File: src/rtl/uwk_pkg.sv
// Package of constants and types for the serial receiver with wakeup
package uwk_pkg;
    // Register byte offsets on the bus
    localparam logic [7:0] OFS_CTRL   = 8'h00;  // Control word
    localparam logic [7:0] OFS_STATUS = 8'h04;  // Receiver status flags
    localparam logic [7:0] OFS_DATA   = 8'h08;  // Received character
    // Control field positions
    localparam int CTL_ENABLE = 0;              // Receiver enable
    localparam int CTL_STBY   = 1;              // rx_standby_bit
    localparam int CTL_WAKE   = 2;              // Wake method, 1 = address mark
    localparam int CTL_ILT    = 3;              // idle_count_start_bit
    localparam int CTL_NINE   = 4;              // Nine-bit characters
    // Status field positions
    localparam int STS_FULL   = 0;              // rx_data_full_flag
    localparam int STS_FRAME  = 1;              // frame_error_flag
    localparam int STS_NOISE  = 2;              // noise_flag
    localparam int STS_IDLE   = 3;              // Idle line seen
    localparam int STS_ACTIVE = 4;              // Frame in progress
    // Sample tick positions inside one bit period
    localparam logic [4:0] TK_FIRST = 5'h01;    // Tick of the falling edge
    localparam logic [4:0] TK_Q1    = 5'h03;    // First start check
    localparam logic [4:0] TK_Q2    = 5'h05;    // Second start check
    localparam logic [4:0] TK_Q3    = 5'h07;    // Third start check
    localparam logic [4:0] TK_S1    = 5'h08;    // First data sample
    localparam logic [4:0] TK_S2    = 5'h09;    // Middle data sample
    localparam logic [4:0] TK_S3    = 5'h0a;    // Last data sample
    localparam logic [4:0] TK_BIT   = 5'h10;    // Ticks per bit
    localparam logic [4:0] TK_EARLY = 5'h06;    // Latest early edge accepted
    // Data bits per frame; idle lengths include start and stop
    localparam logic [3:0] BITS_8   = 4'h8;
    localparam logic [3:0] BITS_9   = 4'h9;
    localparam logic [3:0] IDLE_8   = 4'ha;     // Idle character, 8-bit mode
    localparam logic [3:0] IDLE_9   = 4'hb;     // Idle character, 9-bit mode
    localparam logic [2:0] HIST_ALL = 3'h7;     // Three high samples
    localparam logic [1:0] HTRANS_NONSEQ = 2'h2;
    localparam logic [1:0] HRESP_OKAY    = 2'h0;

    // Receiver sequence states
    typedef enum logic [1:0] {ST_SEARCH, ST_START, ST_DATA, ST_STOP} uwk_rx_e;

    // Control bits written by software
    typedef struct packed {
        logic nine;
        logic idle_after_stop;
        logic wake_addr;
        logic standby;
        logic enable;
    } uwk_ctrl_s;

    // Flags read by software
    typedef struct packed {
        logic active;
        logic idle;
        logic noise;
        logic frame;
        logic full;
    } uwk_stat_s;
endpackage : uwk_pkg

File: src/rtl/uwk_rx.sv
// Serial receiver with start qualification, error flags and standby wakeup
// Overview of operation
// - Sample line at sixteen ticks per bit
// - Start edge is low after three highs
// - Start checked at ticks 3,5,7; one high noisy
// - Data bit is majority of ticks 8-10
// - Failed start restarts search, no noise flag
// - Single high at 3, 5 or 7 accepted, noisy
// - After restart, edge needs three highs again
// - Start ticks 8-10 only raise noise
// - Stop majority low sets framing error
// - Break character sets framing error
// - Framing error set with data-full flag
// - Disagreeing stop samples raise noise
// - Resynchronise on falling edges within frame
// - Stop sampled at ticks 8 to 10
// - Standby loads data, keeps full flag clear
// - Wake bit selects idle or address wakeup
// - Idle line clears standby in idle mode
// - Waking idle sets no idle, full flag
// - Idle count starts after start or stop
// - Address frame wakes before stop, sets full
// - Address mode stays asleep until address frame
// - Standby on idle line may wake at once
`timescale 1ns/100ps
`default_nettype none
module uwk_rx (
    input  wire logic        clk_sys,      // System clock, 100 MHz
    input  wire logic        rst,          // Asynchronous reset, active high
    input  wire logic        hsel,         // AHB-Lite slave select
    input  wire logic [31:0] haddr,        // AHB-Lite address
    input  wire logic [1:0]  htrans,       // AHB-Lite transfer type
    input  wire logic        hwrite,       // AHB-Lite write
    input  wire logic [2:0]  hsize,        // AHB-Lite size, words only
    input  wire logic [31:0] hwdata,       // AHB-Lite write data
    input  wire logic        hready,       // AHB-Lite bus ready
    output logic      [31:0] hrdata,       // AHB-Lite read data
    output logic             hreadyout,    // AHB-Lite slave ready
    output logic      [1:0]  hresp,        // AHB-Lite response
    input  wire logic        sample_tick,  // Pulse at sixteen times the baud rate
    input  wire logic        rx_line       // Receive line, idle high
);
    // Whole module state, one register
    typedef struct packed {
        uwk_pkg::uwk_rx_e   st;       // Receiver sequence state
        logic [4:0]         tick;     // Tick number inside the bit
        logic [3:0]         bitn;     // Data bit index
        logic [2:0]         hist;     // Recent line samples, newest at bit 0
        logic [2:0]         smp;      // Qualification or data samples
        logic               last_one; // Previous determined bit was high
        logic               nacc;     // Noise seen in this frame
        logic [8:0]         shreg;    // Shift register, lsb first
        logic [8:0]         rdata;    // Received data register
        logic [7:0]         idle_cnt; // High ticks counted toward idle
        logic               armed;    // A frame arrived since last idle flag
        uwk_pkg::uwk_ctrl_s ctrl;     // Software control
        uwk_pkg::uwk_stat_s stat;     // Status flags
        logic               wr_pend;  // Write data phase pending
        logic [7:0]         wr_ofs;   // Offset of pending write
        logic [31:0]        rd;       // Read data for the data phase
    } uwk_state_s;

    uwk_state_s s_q;    // Registered state
    uwk_state_s s_d;    // Next state

    // Majority vote of three samples
    function automatic logic maj3(input logic [2:0] v);
        maj3 = (v[0] & v[1]) | (v[0] & v[2]) | (v[1] & v[2]);
    endfunction : maj3

    // Three samples that do not all agree
    function automatic logic split3(input logic [2:0] v);
        split3 = (v != 3'h0) && (v != 3'h7);
    endfunction : split3

    logic        addr_ok;   // Address phase for this slave
    logic [7:0]  ofs;       // Low address bits
    logic [4:0]  idle_len;  // Idle length in bits
    logic [7:0]  idle_tks;  // Idle length in ticks
    logic        idle_hit;  // Line has been high for a whole character
    logic        frame_end; // Stop bit decided this cycle
    logic [2:0]  win;       // Samples including the present one

    assign addr_ok   = hsel && hready && (htrans == uwk_pkg::HTRANS_NONSEQ);
    assign ofs       = haddr[7:0];
    assign hrdata    = s_q.rd;
    assign hreadyout = 1'b1;                    // No wait states
    assign hresp     = uwk_pkg::HRESP_OKAY;
    assign idle_len  = {1'b0, s_q.ctrl.nine ? uwk_pkg::IDLE_9 : uwk_pkg::IDLE_8};
    assign idle_tks  = {idle_len[3:0], 4'h0};   // Bits times sixteen
    assign idle_hit  = (s_q.idle_cnt >= idle_tks);

    // Next-state logic for receiver, flags and bus
    always_comb begin
        s_d       = s_q;
        frame_end = 1'b0;
        win       = {s_q.smp[1:0], rx_line};

        // Receiver runs only on sample ticks
        if (sample_tick && s_q.ctrl.enable) begin
            s_d.hist = {s_q.hist[1:0], rx_line};
            s_d.tick = s_q.tick + 5'h01;
            unique case (s_q.st)
                uwk_pkg::ST_SEARCH: begin
                    // Low after three highs marks a start edge
                    if (!rx_line && (s_q.hist == uwk_pkg::HIST_ALL)) begin
                        s_d.st   = uwk_pkg::ST_START;
                        s_d.tick = uwk_pkg::TK_FIRST;
                        s_d.nacc = 1'b0;
                        s_d.smp  = 3'h0;
                    end
                end
                uwk_pkg::ST_START: begin
                    // Collect the three qualification samples
                    if (s_q.tick + 5'h01 == uwk_pkg::TK_Q1 ||
                        s_q.tick + 5'h01 == uwk_pkg::TK_Q2) begin
                        s_d.smp = win;
                    end
                    if (s_q.tick + 5'h01 == uwk_pkg::TK_Q3) begin
                        if (maj3(win)) begin
                            // Failed start: back to search, no noise
                            s_d.st   = uwk_pkg::ST_SEARCH;
                            s_d.tick = 5'h00;
                            s_d.hist = 3'h0;       // Three highs needed again
                        end else begin
                            // One high sample accepted but noisy
                            s_d.nacc = (win != 3'h0);
                            s_d.smp  = 3'h0;
                        end
                    end
                    // Ticks 8-10 of the start bit only flag noise
                    if (s_q.tick + 5'h01 >= uwk_pkg::TK_S1 &&
                        s_q.tick + 5'h01 <= uwk_pkg::TK_S3) begin
                        s_d.smp = win;
                    end
                    if (s_q.tick + 5'h01 == uwk_pkg::TK_S3 && maj3(win)) begin
                        s_d.nacc = 1'b1;
                    end
                    if (s_q.tick == uwk_pkg::TK_BIT) begin
                        s_d.st       = uwk_pkg::ST_DATA;
                        s_d.tick     = uwk_pkg::TK_FIRST;
                        s_d.bitn     = 4'h0;
                        s_d.last_one = 1'b0;
                    end
                end
                uwk_pkg::ST_DATA, uwk_pkg::ST_STOP: begin
                    // Samples at ticks 8, 9, 10
                    if (s_q.tick + 5'h01 >= uwk_pkg::TK_S1 &&
                        s_q.tick + 5'h01 <= uwk_pkg::TK_S3) begin
                        s_d.smp = win;
                    end
                    if (s_q.tick + 5'h01 == uwk_pkg::TK_S3) begin
                        if (split3(win)) begin
                            s_d.nacc = 1'b1;
                        end
                        if (s_q.st == uwk_pkg::ST_DATA) begin
                            s_d.last_one = maj3(win);
                            if (s_q.ctrl.nine) begin
                                s_d.shreg = {maj3(win), s_q.shreg[8:1]};
                            end else begin
                                s_d.shreg = {1'b0, maj3(win), s_q.shreg[7:1]};
                            end
                            // Only an address frame wakes, before its stop
                            if (s_q.ctrl.wake_addr && maj3(win) &&
                                s_q.bitn + 4'h1 == (s_q.ctrl.nine ? uwk_pkg::BITS_9
                                                                  : uwk_pkg::BITS_8)) begin
                                s_d.ctrl.standby = 1'b0;
                            end
                        end else begin
                            frame_end = 1'b1;
                            s_d.st    = uwk_pkg::ST_SEARCH;
                            s_d.hist  = 3'h0;
                        end
                    end
                    // Falling edge after a high bit realigns ticks
                    if (s_q.st == uwk_pkg::ST_DATA && s_q.last_one && !rx_line &&
                        s_q.hist[0] && (s_q.tick > uwk_pkg::TK_S3 ||
                                        s_q.tick < uwk_pkg::TK_EARLY)) begin
                        s_d.tick     = uwk_pkg::TK_FIRST;
                        s_d.last_one = 1'b0;
                        if (s_q.tick > uwk_pkg::TK_S3) begin
                            s_d.bitn = s_q.bitn + 4'h1;
                        end
                    end else if (s_q.tick == uwk_pkg::TK_BIT) begin
                        // Normal step to the next bit
                        s_d.tick = uwk_pkg::TK_FIRST;
                        s_d.bitn = s_q.bitn + 4'h1;
                    end
                    if (s_q.st == uwk_pkg::ST_DATA && s_d.bitn ==
                        (s_q.ctrl.nine ? uwk_pkg::BITS_9 : uwk_pkg::BITS_8)) begin
                        s_d.st = uwk_pkg::ST_STOP;
                    end
                end
            endcase

            // Idle counting: any low restarts it; may wait for stop
            if (!rx_line || (s_q.ctrl.idle_after_stop && s_q.st != uwk_pkg::ST_SEARCH)) begin
                s_d.idle_cnt = 8'h00;
            end else if (!idle_hit) begin
                s_d.idle_cnt = s_q.idle_cnt + 8'h01;
            end
        end

        // Bus address phase: capture read data, note writes
        s_d.wr_pend = 1'b0;
        if (addr_ok) begin
            s_d.wr_pend = hwrite;
            s_d.wr_ofs  = ofs;
            unique case (ofs)
                uwk_pkg::OFS_CTRL:   s_d.rd = {27'h0, s_q.ctrl};
                uwk_pkg::OFS_STATUS: s_d.rd = {27'h0, s_q.stat};
                uwk_pkg::OFS_DATA:   s_d.rd = {23'h0, s_q.rdata};
                default:             s_d.rd = 32'h0;      // Unmapped reads zero
            endcase
            // Reading data clears the flags; events below still win
            if (!hwrite && ofs == uwk_pkg::OFS_DATA) begin
                s_d.stat.full  = 1'b0;
                s_d.stat.frame = 1'b0;
                s_d.stat.noise = 1'b0;
                s_d.stat.idle  = 1'b0;
            end
        end
        // Control write in the data phase; software wins over wakeup
        if (s_q.wr_pend && s_q.wr_ofs == uwk_pkg::OFS_CTRL) begin
            s_d.ctrl = hwdata[4:0];
        end else if (s_q.ctrl.standby && !s_q.ctrl.wake_addr && idle_hit) begin
            // Idle line wakes, even if it was idle before standby
            s_d.ctrl.standby = 1'b0;
            s_d.armed        = 1'b0;                // Waking idle raises no idle flag
        end

        // Frame complete: data always loaded, flags only when awake
        if (frame_end) begin
            s_d.rdata = s_d.shreg;                     // Break leaves all zeros
            if (!s_d.ctrl.standby) begin
                s_d.stat.full  = 1'b1;
                s_d.stat.frame = !maj3(win);           // Same cycle as full
                s_d.stat.noise = s_q.nacc || split3(win);
                s_d.armed      = 1'b1;
            end
        end
        // Idle flag once per received frame; not on a waking idle
        if (sample_tick && idle_hit && s_q.armed && !s_q.ctrl.standby &&
            s_q.idle_cnt == idle_tks) begin
            s_d.stat.idle = 1'b1;
            s_d.armed     = 1'b0;
        end
        s_d.stat.active = (s_d.st != uwk_pkg::ST_SEARCH);
        if (!s_d.ctrl.enable) begin
            s_d.st = uwk_pkg::ST_SEARCH;
        end
    end

    // State register with asynchronous reset
    always_ff @(posedge clk_sys or posedge rst) begin
        if (rst) begin
            s_q    <= '0;
            s_q.st <= uwk_pkg::ST_SEARCH;
        end else begin
            s_q <= s_d;
        end
    end
endmodule : uwk_rx
`default_nettype wire

File: config.mk
export PLATFORM = sky130hd
export DESIGN_NAME = uwk_rx
export DESIGN_NICKNAME = d
export VERILOG_FILES = /design/src/rtl/uwk_pkg.sv /design/src/rtl/uwk_rx.sv
export SDC_FILE = /design/constraint.sdc
export NUM_CORES = 1
export LEC_CHECK = 0
export ABC_AREA = 1
export BUFFER_PORTS_ARGS = -buffer_cell sky130_fd_sc_hd__buf_2
export CORE_ASPECT_RATIO = 1.75
export CORE_UTILIZATION = 48
export DETAILED_ROUTE_END_ITERATION = 10
export PLACE_DENSITY = 0.77
export SYNTH_ARGS = -nofsm -noshare
export SYNTH_HDL_FRONTEND = slang
export SYNTH_SLANG_ARGS = --single-unit
File: constraint.sdc
create_clock -name clk_sys -period 2.24 [get_ports clk_sys]
set_input_delay 0.448 -clock clk_sys [delete_from_list [all_inputs] [get_ports clk_sys]]
set_output_delay 0.448 -clock clk_sys [all_outputs]
set_load 0.03 [all_outputs]
* Yosys cells after proc, flatten, opt, wreduce, memory -nomap -nowiden
Index checks and enable logic that the tools add are counted.
** Cells by class
- Equal/unequal tests :: 26
- $lt $le $gt $ge :: 5
- Bitwise operators :: 5
- Reduce and logical (&&, ||, !) cells :: 48
- Multiplexer cells :: 67
- Add/subtract/negate cells :: 3
** Operators by type and width (count)
- 2-to-1 mux 9 bit :: 7
- 2-to-1 mux 45 bit :: 1
- 2-to-1 mux 3 bit :: 10
- 2-to-1 mux 1 bit :: 28
- 2-to-1 mux 28 bit :: 1
- case mux 9 bit (3 select lines) :: 1
- logical AND 1 bit :: 23
- 2-to-1 mux 11 bit :: 2
- 2-to-1 mux 7 bit :: 3
- case mux 7 bit (3 select lines) :: 1
- logical NOT 8 bit :: 2
- 2-to-1 mux 8 bit :: 2
- != test 3 bit, second input constant :: 5
- case mux 7 bit (2 select lines) :: 1
- equality test 5 x 3 -> 1 bit, second input constant :: 2
- != test 2 bit, second input constant :: 5
- nonzero test 2 bit :: 5
- case mux 3 bit (3 select lines) :: 1
- adder 8 x 1 -> 8 bit, second input constant :: 1
- equality test 4 bit :: 2
- equality test 8 x 3 -> 1 bit, second input constant :: 1
- equality test 8 x 4 -> 1 bit, second input constant :: 1
- equality test 8 bit :: 1
- greater-or-equal comparator 8 bit :: 1
- other kinds (29) :: 47
** Word-level totals
- Bits in registers :: 97
- Output and inout bits :: 35
- Input bits :: 76

* Depth between registers and ports, before layout
Gate-level depths: netlist of run 1.
- Depth after elaboration :: 15
- Mapped depth :: 14
- Mapped depth without buffers :: 13

* Worst setup path after synthesis of run 1
Ideal clock, no wire load.
- Path type :: register -> register
- Start point :: reg s_q[90] (netlist bit)
- End point :: reg s_q[42] (netlist bit)
- Arrival time :: 1.690 ns
- Path buffers :: 0
- Library setup time :: 0.126 ns
- Stages on the path, launching flop included :: 10
- Setup slack :: 0.424 ns
- Cells stage by stage :: dfrtp_1 inv_1 ha_1 nand3_2 nor2_4 nand2_4 nor3_4 nand3_4 nand2_1 o21ai_1
** RTL lines
- from (decl) :: RTL line uwk_rx.sv:63 : uwk_state_s s_q;

==> flow_summary.toml, run 1 <==
[status]
status = "completed"

[global_route]
grt_pass1_vias = 3604
overflow = 0
grt_max_degree = 56
grt_pass1_wl_mm = 16.4
track_usage_pct = 23.5
antenna_found_initial = 0

[setup_path]
critPathMostFrequentCell = "inv_1"
reg2reg_slack_ns = 0.15
cp_data_required_time_ns = 2.42
crit_type = "reg2reg"
critPathBufInv = 2
crit_family = "simple AND/OR/NAND/NOR gates"
crit_slowest_cell = "dfrtp_1"
critPathLaunchType = "register"
crit_fanout = 6
slowest_delay_ns = 0.47
critPathCaptureType = "register"
cp_cell_sequence = "inv_1 -> ha_1 -> nand4_1 -> inv_1 -> nor2_1 -> nor3_1 -> a221oi_1 -> nand3_1"
critPathArrivalTime_ns = 2.27

[clocking]
cts_htree_levels = 3
cts_buffer_depth = 2
clk_latency_ns = 0.33
root_buffer = "clkbuf_16"
path_clk_slew_ns = 0.05
cts_setup_buffers = 0
cts_buffers = 9
cts-hold-fix-buffers = 0
cts_tree = "built"
cts_num_sinks = 73

[pwr]
switching_power_mw = 1.91
pwr-share-clk_pct = 28.4
p_leak_nw = 2.40
p_comb_share_pct = 33.5
max-vdd-ir-drop_v = 0.000574
p_int_mw = 3.12
p_sw_share_pct = 38.0
power_per_cell_area_mw_per_mm2 = 1070
sequentialPowerShare_pct = 38.1

[timing]
finalHoldViolations = 0
max_freq_mhz = 478
tns_ns = 0
rsz0062_at_grt = "false"
period_share_pct = 93.4
finalClockSkew_ns = 0.00322
slew_violations = 0
setup_viol = 0
period_needed_ns = 2.09

[yosys]
synth_area_leaders = "dfrtp_1 43%, nand2_1 12%, inv_1 6.5%, buf_4 6.4%, o21ai_0 6.2%"
ys_warn_count = 0
synth_top_area_share_pct = 43.2
synth_top_area_cell = "dfrtp_1"
synth_cells = 549
avgSynthCellArea_um2 = 7.71
ys_seq_area_share_pct = 43.2
synthArstFlopShare_pct = 100
synth-edff-count = 0
syn_area_mm2 = 0.00423
synth_cell_types = 45
synth_seq_cells = 73
synth_common_cells = "134 x nand2_1, 73 x dfrtp_1, 73 x inv_1, 52 x o21ai_0, 40 x nor2_1"
synth_most_common_cell = "nand2_1"
synthFlopType = "dfrtp_1"

[placement]
gp_congestion = 0.924
dp_hpwl_mm = 7.11
place_area_mm2 = 0.00441
io_buffers = 30

[layout]
area_delta_synth_final_pct = 11.4
drive_above_1_share_pct = 15.5
final_area_mm2 = 0.00471
fillCellCount = 822
nNetsFinal = 666
diodes = 0

[floorplan]
pin_count = 111
core_area_mm2 = 0.00861
die_area_mm2 = 0.00921
start_util_pct = 49.1
core.rowCount = 45
dieHeight_um = 126
die_w_um = 73.0

[detailed_routing]
drc = 0
vias = 3614
via_per_inst = 5.13
dr.pass1.iters = 4
post_drt_wl_per_cell_um = 13.7
drt-total-wl_mm = 9.67
drt_iter0_markers = 230
postRouteAntennaNets = 0

[flow_run]
maxCapViolCount = 0

[hold_path]
hold_class = "in2async"
[cell families (layout without fill, tap and decap cells)]
kind of cell    Yosys count  after routing  synth area share (%)
fa+ha+maj                 7              7                  2.07
other cells               2             26                 0.178
mux                       1              1                 0.237
simple gates            242            243                  25.6
flops                    73             73                  43.2
xor+xnor                  3              3                 0.621
compound gates           96             96                  13.3
buf+inv                 125            138                  14.8
[area by class of cell]
type                       instances  area, um^2  area share [%]
multi-input combinational        376        1880            39.9
sequential                        73        1830            38.8
tap                              117         146            3.11
timing repair buffer              42         253            5.36
clock buffer                      12         256            5.44
clock inverter                     3        40.0           0.849
inverter                          81         312            6.61
[through the flow]
step	instances	hold WS (ns)	power (mW)	worst slack [ns]	utilization, %
after floorplan	573	0.441	3.17	0.424	-
after global placement	688	0.456	3.50	0.214	51.2
after detailed placement	688	0.459	3.58	0.179	51.2
after CTS	703	0.127	5.04	0.161	54.6
after global routing	704	0.155	5.39	0.0246	54.7
final	704	0.123	5.04	0.148	54.7
[final timing paths]
kind	endpoint	from	depth (start not counted)
max	s_q[45]	s_q[90]	8
min	s_q[36]	rst	2
max reg2reg	s_q[45]	s_q[90]	8
min reg2reg	s_q[69]	s_q[69]	2
max in group asynchronous	hrdata[5]	rst	3
min in group clk_sys	s_q[38]	haddr[6]	3
[power by group through the flow]
stage / Sequential, mW / Combinational, mW / Clock (mW)
floorplan: 1.84 / 1.33 / 0
global placement: 1.91 / 1.59 / 0
detailed placement: 1.93 / 1.65 / 0
CTS: 1.91 / 1.67 / 1.46
global route: 1.96 / 1.91 / 1.52
finish: 1.92 / 1.69 / 1.43
[sequential cells by signal, indices dropped and copies added (netlist names)]
signal / cells
s_q: 64
hrdata: 9
[what timing repair did]
item / CTS / global route
resized for setup: 0 / 2
setup endpoints to repair: 0 / 3
hold endpoints to repair: 0 / 0
[per-layer routing]
metal,up-vias,GRT usage (%),share of wire (%),wire length (um)
li1,1784,-,-,-
met1,1702,25.0,39,3730
met4,0,13.1,3.7,356
met3,32,4.80,3.4,331
met5,-,0,0,0
met2,96,41.7,54,5250
[cell usage in the layout, fill, tap and decap left out, types with 2 or more instances in the layout]
cell and count:
o21ai_2 2, a41oi_1 5, inv_1 72, clkbuf_16 9, nor2_1 40, clkbuf_8 2, o22ai_1 8, nor2_2 4
inv_2 6, ha_1 7, nor4_1 2, buf_4 11, nand3_4 2, nand3_1 30, nor3_1 7, nand2_2 4
o21ai_0 51, buf_2 30, nand3_2 2, nor2_4 2, a21oi_2 5, nand4_1 11, conb_1 26, xnor2_1 2
clkinv_2 3, a21oi_1 7, dfrtp_1 72, nand2_1 134, o21ai_1 10
Note: power is estimated with default switching activity, not from simulation.
==> run 2, diff against run 1 <==
--- a/config.mk
+++ b/config.mk
@@ -5,10 +5,11 @@
 export SDC_FILE = /design/constraint.sdc
 export NUM_CORES = 1
 export LEC_CHECK = 0
-export ABC_AREA = 1
 export BUFFER_PORTS_ARGS = -buffer_cell sky130_fd_sc_hd__buf_2
+export CAP_MARGIN = 40
 export CORE_ASPECT_RATIO = 1.75
 export CORE_UTILIZATION = 48
+export CTS_CLUSTER_DIAMETER = 50
 export DETAILED_ROUTE_END_ITERATION = 10
 export PLACE_DENSITY = 0.77
 export SYNTH_ARGS = -nofsm -noshare
==> run 2 against run 1 <==
Compared with the run above:
- worst hold slack better by 0.091 ns
- global-route usage down 1.7 points
- die area down 1.2%
- largest cell class unchanged
==> flow_summary.toml, run 2 <==
[status]
status = "completed"

[yosys]
synthArstFlopShare_pct = 100
avgSynthCellArea_um2 = 9.81
synth_most_common_cell = "dfrtp_1"
ys_seq_area_share_pct = 43.7
synthFlopType = "dfrtp_1"
synth-edff-count = 0
synth_cell_types = 66
synth_area_leaders = "dfrtp_1 44%, mux2_2 6.7%, buf_4 6.6%, nand2_1 4.0%, o21ai_0 3.4%"
ys_warn_count = 0
synth_top_area_share_pct = 43.7
synth_top_area_cell = "dfrtp_1"
synth_cells = 426
synth_common_cells = "73 x dfrtp_1, 44 x nand2_1, 37 x buf_4, 28 x o21ai_0, 25 x mux2_2"
synth_seq_cells = 73
syn_area_mm2 = 0.00418

[timing]
finalClockSkew_ns = 0.00582
setup_viol = 0
max_freq_mhz = 473
worst_slew_pin_slew_ns = 0.585
period_needed_ns = 2.12
tns_ns = 0
relSlewSlack_pct = 60.9
rsz0062_at_grt = "false"
finalHoldViolations = 0
slew_violations = 0
period_share_pct = 94.5

[layout]
layout_common_cells = "72 x dfrtp_1, 44 x nand2_1, 30 x buf_2"
area_delta_synth_final_pct = 12.3
drive_above_1_share_pct = 22.9
nNetsFinal = 542
largest_reg_flops = 64
regMostFlops = "s_q"
diodes = 0
final_common_cell = "dfrtp_1"

[floorplan]
start_util_pct = 49.9
pin_count = 111
core.rowCount = 44
dieHeight_um = 125
die_area_mm2 = 0.00910
core_area_mm2 = 0.00837
die_w_um = 72.5

[setup_path]
crit_type = "reg2reg"
critPathBufInv = 1
critPathMostFrequentCell = "a21oi_1"
crit_family = "compound AO/OA/AOI/OAI gates"
crit_fanout = 10
timing.rr.start = "s_q[90]"
critPathLaunchType = "register"
startpoint = "s_q[90]"
cp_cell_sequence = "inv_1 -> ha_1 -> and4bb_4 -> o221ai_4 -> mux2_2 -> a21oi_1 -> a21oi_1"
reg2reg_to = "s_q[95]"
crit_slowest_cell = "dfrtp_1"
r2r.worst_path.cells = 7
critPathCaptureType = "register"
cp_data_required_time_ns = 2.45
reg2reg_slack_ns = 0.12
critPathArrivalTime_ns = 2.32
slowest_delay_ns = 0.43

[detailed_routing]
via_per_inst = 5.52
vias = 3191
postRouteAntennaNets = 0
drt-total-wl_mm = 9.00
drc = 0
dr.pass1.iters = 4
drt_iter0_markers = 172
post_drt_wl_per_cell_um = 15.6

[clocking]
cts_buffer_depth = 2
path_clk_slew_ns = 0.06
clk_latency_ns = 0.33
cts-hold-fix-buffers = 0
cts_num_sinks = 73
cts_setup_buffers = 0
cts_tree = "built"
root_buffer = "clkbuf_16"
cts_htree_levels = 3
cts_buffers = 9

[pwr]
power_per_cell_area_mw_per_mm2 = 805
p_total_mw = 3.78
p_leak_nw = 2.21
max-vdd-ir-drop_v = 0.000570

[global_route]
grt_pass1_vias = 3280
grt_max_degree = 74
track_usage_pct = 21.8
grt_pass1_wl_mm = 15.3
overflow = 0
antenna_found_initial = 0

[flow_run]
maxCapViolCount = 0

[placement]
gp_congestion = 0.882
io_buffers = 30
dp_hpwl_mm = 6.59

[hold_path]
hold_class = "in2async"
[run 2: how the worst max path moves through the flow]
stage | end | slack, ns | depth (start not counted)
finish | s_q[95] | 0.12 | 7
floorplan | s_q[60] | 0.18 | 8
global route | s_q[93] | 0.01 | 7
global placement | s_q[91] | 0.07 | 7
CTS | s_q[95] | 0.09 | 7
detailed placement | s_q[93] | 0.008 | 7
[run 2: per-layer routing]
layer,vias up,GRT usage (%),part of all wire [%]
met4,0,11.6,3.2
li1,1516,-,-
met3,22,3.55,2.6
met2,73,40.8,57
met5,-,0,0
met1,1580,22.1,37
[run 2: worst min-delay path, delay by kind of cell]
kind                   cells  cell delay, ns
buffers and inverters      3            0.51
[run 2: kinds of logic (layout without fill, tap and decap cells)]
logic type / Yosys count / count (layout) / synth area share, %
mux: 36 / 36 / 9.37
xor+xnor: 8 / 8 / 1.68
buf+inv: 67 / 80 / 10.0
simple gates: 138 / 138 / 17.2
fa+ha+maj: 8 / 8 / 2.34
flops: 73 / 73 / 43.7
other cells: 2 / 26 / 0.180
compound gates: 94 / 94 / 15.5
[run 2: repair_timing]
| action | 4_1_cts | 5_1_grt |
|---|---|---|
| pin swaps | 0 | 1 |
| endpoints found under the setup margin | 1 | 21 |
| resized for setup | 1 | 2 |
[run 2: final cells by class]
type / instances / area, um^2
clock buffer: 10 / 229
sequential: 73 / 1830
timing repair buffer: 50 / 325
clock inverter: 5 / 81.3
fill: 742 / 3680
tap: 115 / 144
multi-input combinational: 310 / 2020
inverter: 15 / 60.1
[run 2: report_power, final]
group / switching [mW] / internal (mW) / total, mW
clock network: 0.542 / 0.968 / 1.51
logic: 0.400 / 0.282 / 0.681
registers: 0.153 / 1.43 / 1.58
[run 2: through the flow]
stage / cells / util [%] / hold WS, ns / worst slack, ns / area (um^2)
final: 578 / 56.1 / 0.215 / 0.124 / 4690
after global routing: 578 / 56.1 / 0.253 / 0.00951 / 4690
after CTS: 578 / 56.0 / 0.226 / 0.0860 / 4690
after detailed placement: 563 / 52.3 / 0.466 / 0.00759 / 4380
after global placement: 563 / 52.3 / 0.459 / 0.0652 / 4380
after floorplan: 450 / - / 0.447 / 0.181 / 4270
==> run 3, diff against run 2 <==
==> constraint.sdc (replaced) <==
create_clock -name clk_sys -period 2.24 [get_ports clk_sys]
set_input_delay 0.112 -clock clk_sys [delete_from_list [all_inputs] [get_ports clk_sys]]
set_output_delay 0.112 -clock clk_sys [all_outputs]
set_load 0.03 [all_outputs]
==> run 3 against run 2 <==
Compared with the run above:
- sequential share of layout area is 0.11 points lower
- clock skew hardly changed
- die area stayed put
- critical path depth is 1 lower
- total power is 0.22% lower
- design area is 0.29% higher
- register-to-register slack better by 0.02 ns
- largest power group unchanged
==> flow_summary.toml, run 3 (same netlist as run 2, synthesis figures left out) <==
[setup_path]
critPathLaunchType = "register"
reg2reg_slack_ns = 0.14
critPathCaptureType = "register"
reg2reg_to = "s_q[89]"
critPathArrivalTime_ns = 2.36
crit_fanout = 12
cp_data_required_time_ns = 2.50
crit_type = "reg2reg"
r2r.worst_path.cells = 6
timing.rr.start = "s_q[92]"

[layout]
area_delta_synth_final_pct = 12.6
diodes = 0
drive_above_1_share_pct = 22.4
layout_common_cells = "72 x dfrtp_1, 44 x nand2_1, 30 x buf_2"
stdcell_count = 580
regMostFlops = "s_q"
final_common_cell = "dfrtp_1"
final_util_pct = 56.2
nNetsFinal = 543
largest_reg_flops = 64

[hold_path]
holdPathStages = 3
hold_path_end = "s_q[40]"
hp-start = "hwrite"
hold_class = "in2reg"

[placement]
placed_cells = 561
io_buffers = 30
gp_congestion = 0.917
dp_hpwl_mm = 6.60

[timing]
worst_slew_pin_slew_ns = 0.582
holdWs_ns = 0.0169
max_freq_mhz = 477
rsz0062_at_grt = "false"
finalHoldViolations = 0
setup_viol = 0
relSlewSlack_pct = 61.1
finalClockSkew_ns = 0.00568
period_share_pct = 93.6
slew_violations = 0
period_needed_ns = 2.10
tns_ns = 0

[clocking]
cts_tree = "built"
root_buffer = "clkbuf_16"
cts_htree_levels = 3
clk_latency_ns = 0.33
cts_num_sinks = 73
cts_buffer_depth = 2
cts_buffers = 9
cts_setup_buffers = 0
path_clk_slew_ns = 0.06

[global_route]
grt_max_degree = 38
track_usage_pct = 21.5
overflow = 0
grt_pass1_wl_mm = 15.0
grt_pass1_vias = 3265
antenna_found_initial = 0

[floorplan]
dieHeight_um = 125
pin_count = 111
start_util_pct = 49.9
die_w_um = 72.5
die_area_mm2 = 0.00910
core_area_mm2 = 0.00837
core.rowCount = 44

[detailed_routing]
via_per_inst = 5.46
vias = 3166
drt-total-wl_mm = 9.01
postRouteAntennaNets = 0
post_drt_wl_per_cell_um = 15.5
drc = 0
drt_iter0_markers = 222
dr.pass1.iters = 4

[pwr]
max-vdd-ir-drop_v = 0.000440
power_per_cell_area_mw_per_mm2 = 801
p_leak_nw = 2.21

[status]
status = "completed"

[flow_run]
maxCapViolCount = 0
## run 3: per-layer routing
metal	GRT usage, %	vias up	share of wire, %
met5	0	-	0
met4	10.8	0	2.8
met3	4.35	17	2.7
met2	40.1	69	58
met1	21.7	1560	37
li1	-	1520	-
## run 3: stage by stage
step / area [um^2] / setup WS, ns / power, mW
after global placement: 4360 / 0.127 / 2.25
after detailed placement: 4360 / 0.0809 / 2.28
final: 4710 / 0.144 / 3.77
after global routing: 4710 / 0.00908 / 3.95
after CTS: 4700 / 0.0716 / 3.80
after floorplan: 4270 / 0.181 / 2.16
## run 3: worst max-delay path by stage
stage / cells past startpoint / endpoint / from
after floorplan: 8 / s_q[60] / s_q[91]
after global placement: 7 / s_q[91] / s_q[91]
after detailed placement: 7 / s_q[68] / s_q[91]
after CTS: 7 / s_q[81] / s_q[91]
after global routing: 7 / s_q[81] / s_q[90]
final: 6 / s_q[89] / s_q[92]
## run 3: what timing repair did
item	4_1_cts	5_1_grt
endpoints found under the setup margin	0	21
hold buffers	3	0
resized for setup	0	3
endpoints found under the hold margin	25	0
## run 3: worst max-delay path: stages (launching register included)
cell,delay (ns)
dfrtp_1,0.50
and3b_2,0.30
a31oi_2,0.23
o221ai_4,0.19
or4_1,0.54
a21oi_1,0.16
a21o_1,0.10
## run 3: report_power, final
group	switching, mW	internal [mW]	leakage, nW	total, mW
Clock	0.526	0.973	0.146	1.50
Combinational	0.404	0.290	1.11	0.694
Sequential	0.142	1.43	0.955	1.57
Total	1.07	2.69	2.21	3.77
## run 3: final cells by class
type / instances / area [um^2]
sequential: 73 / 1830
multi-input combinational: 310 / 2020
tap: 115 / 144
timing repair buffer: 51 / 340
fill: 734 / 3660
inverter: 15 / 56.3
clock buffer: 11 / 233
clock inverter: 5 / 80.1
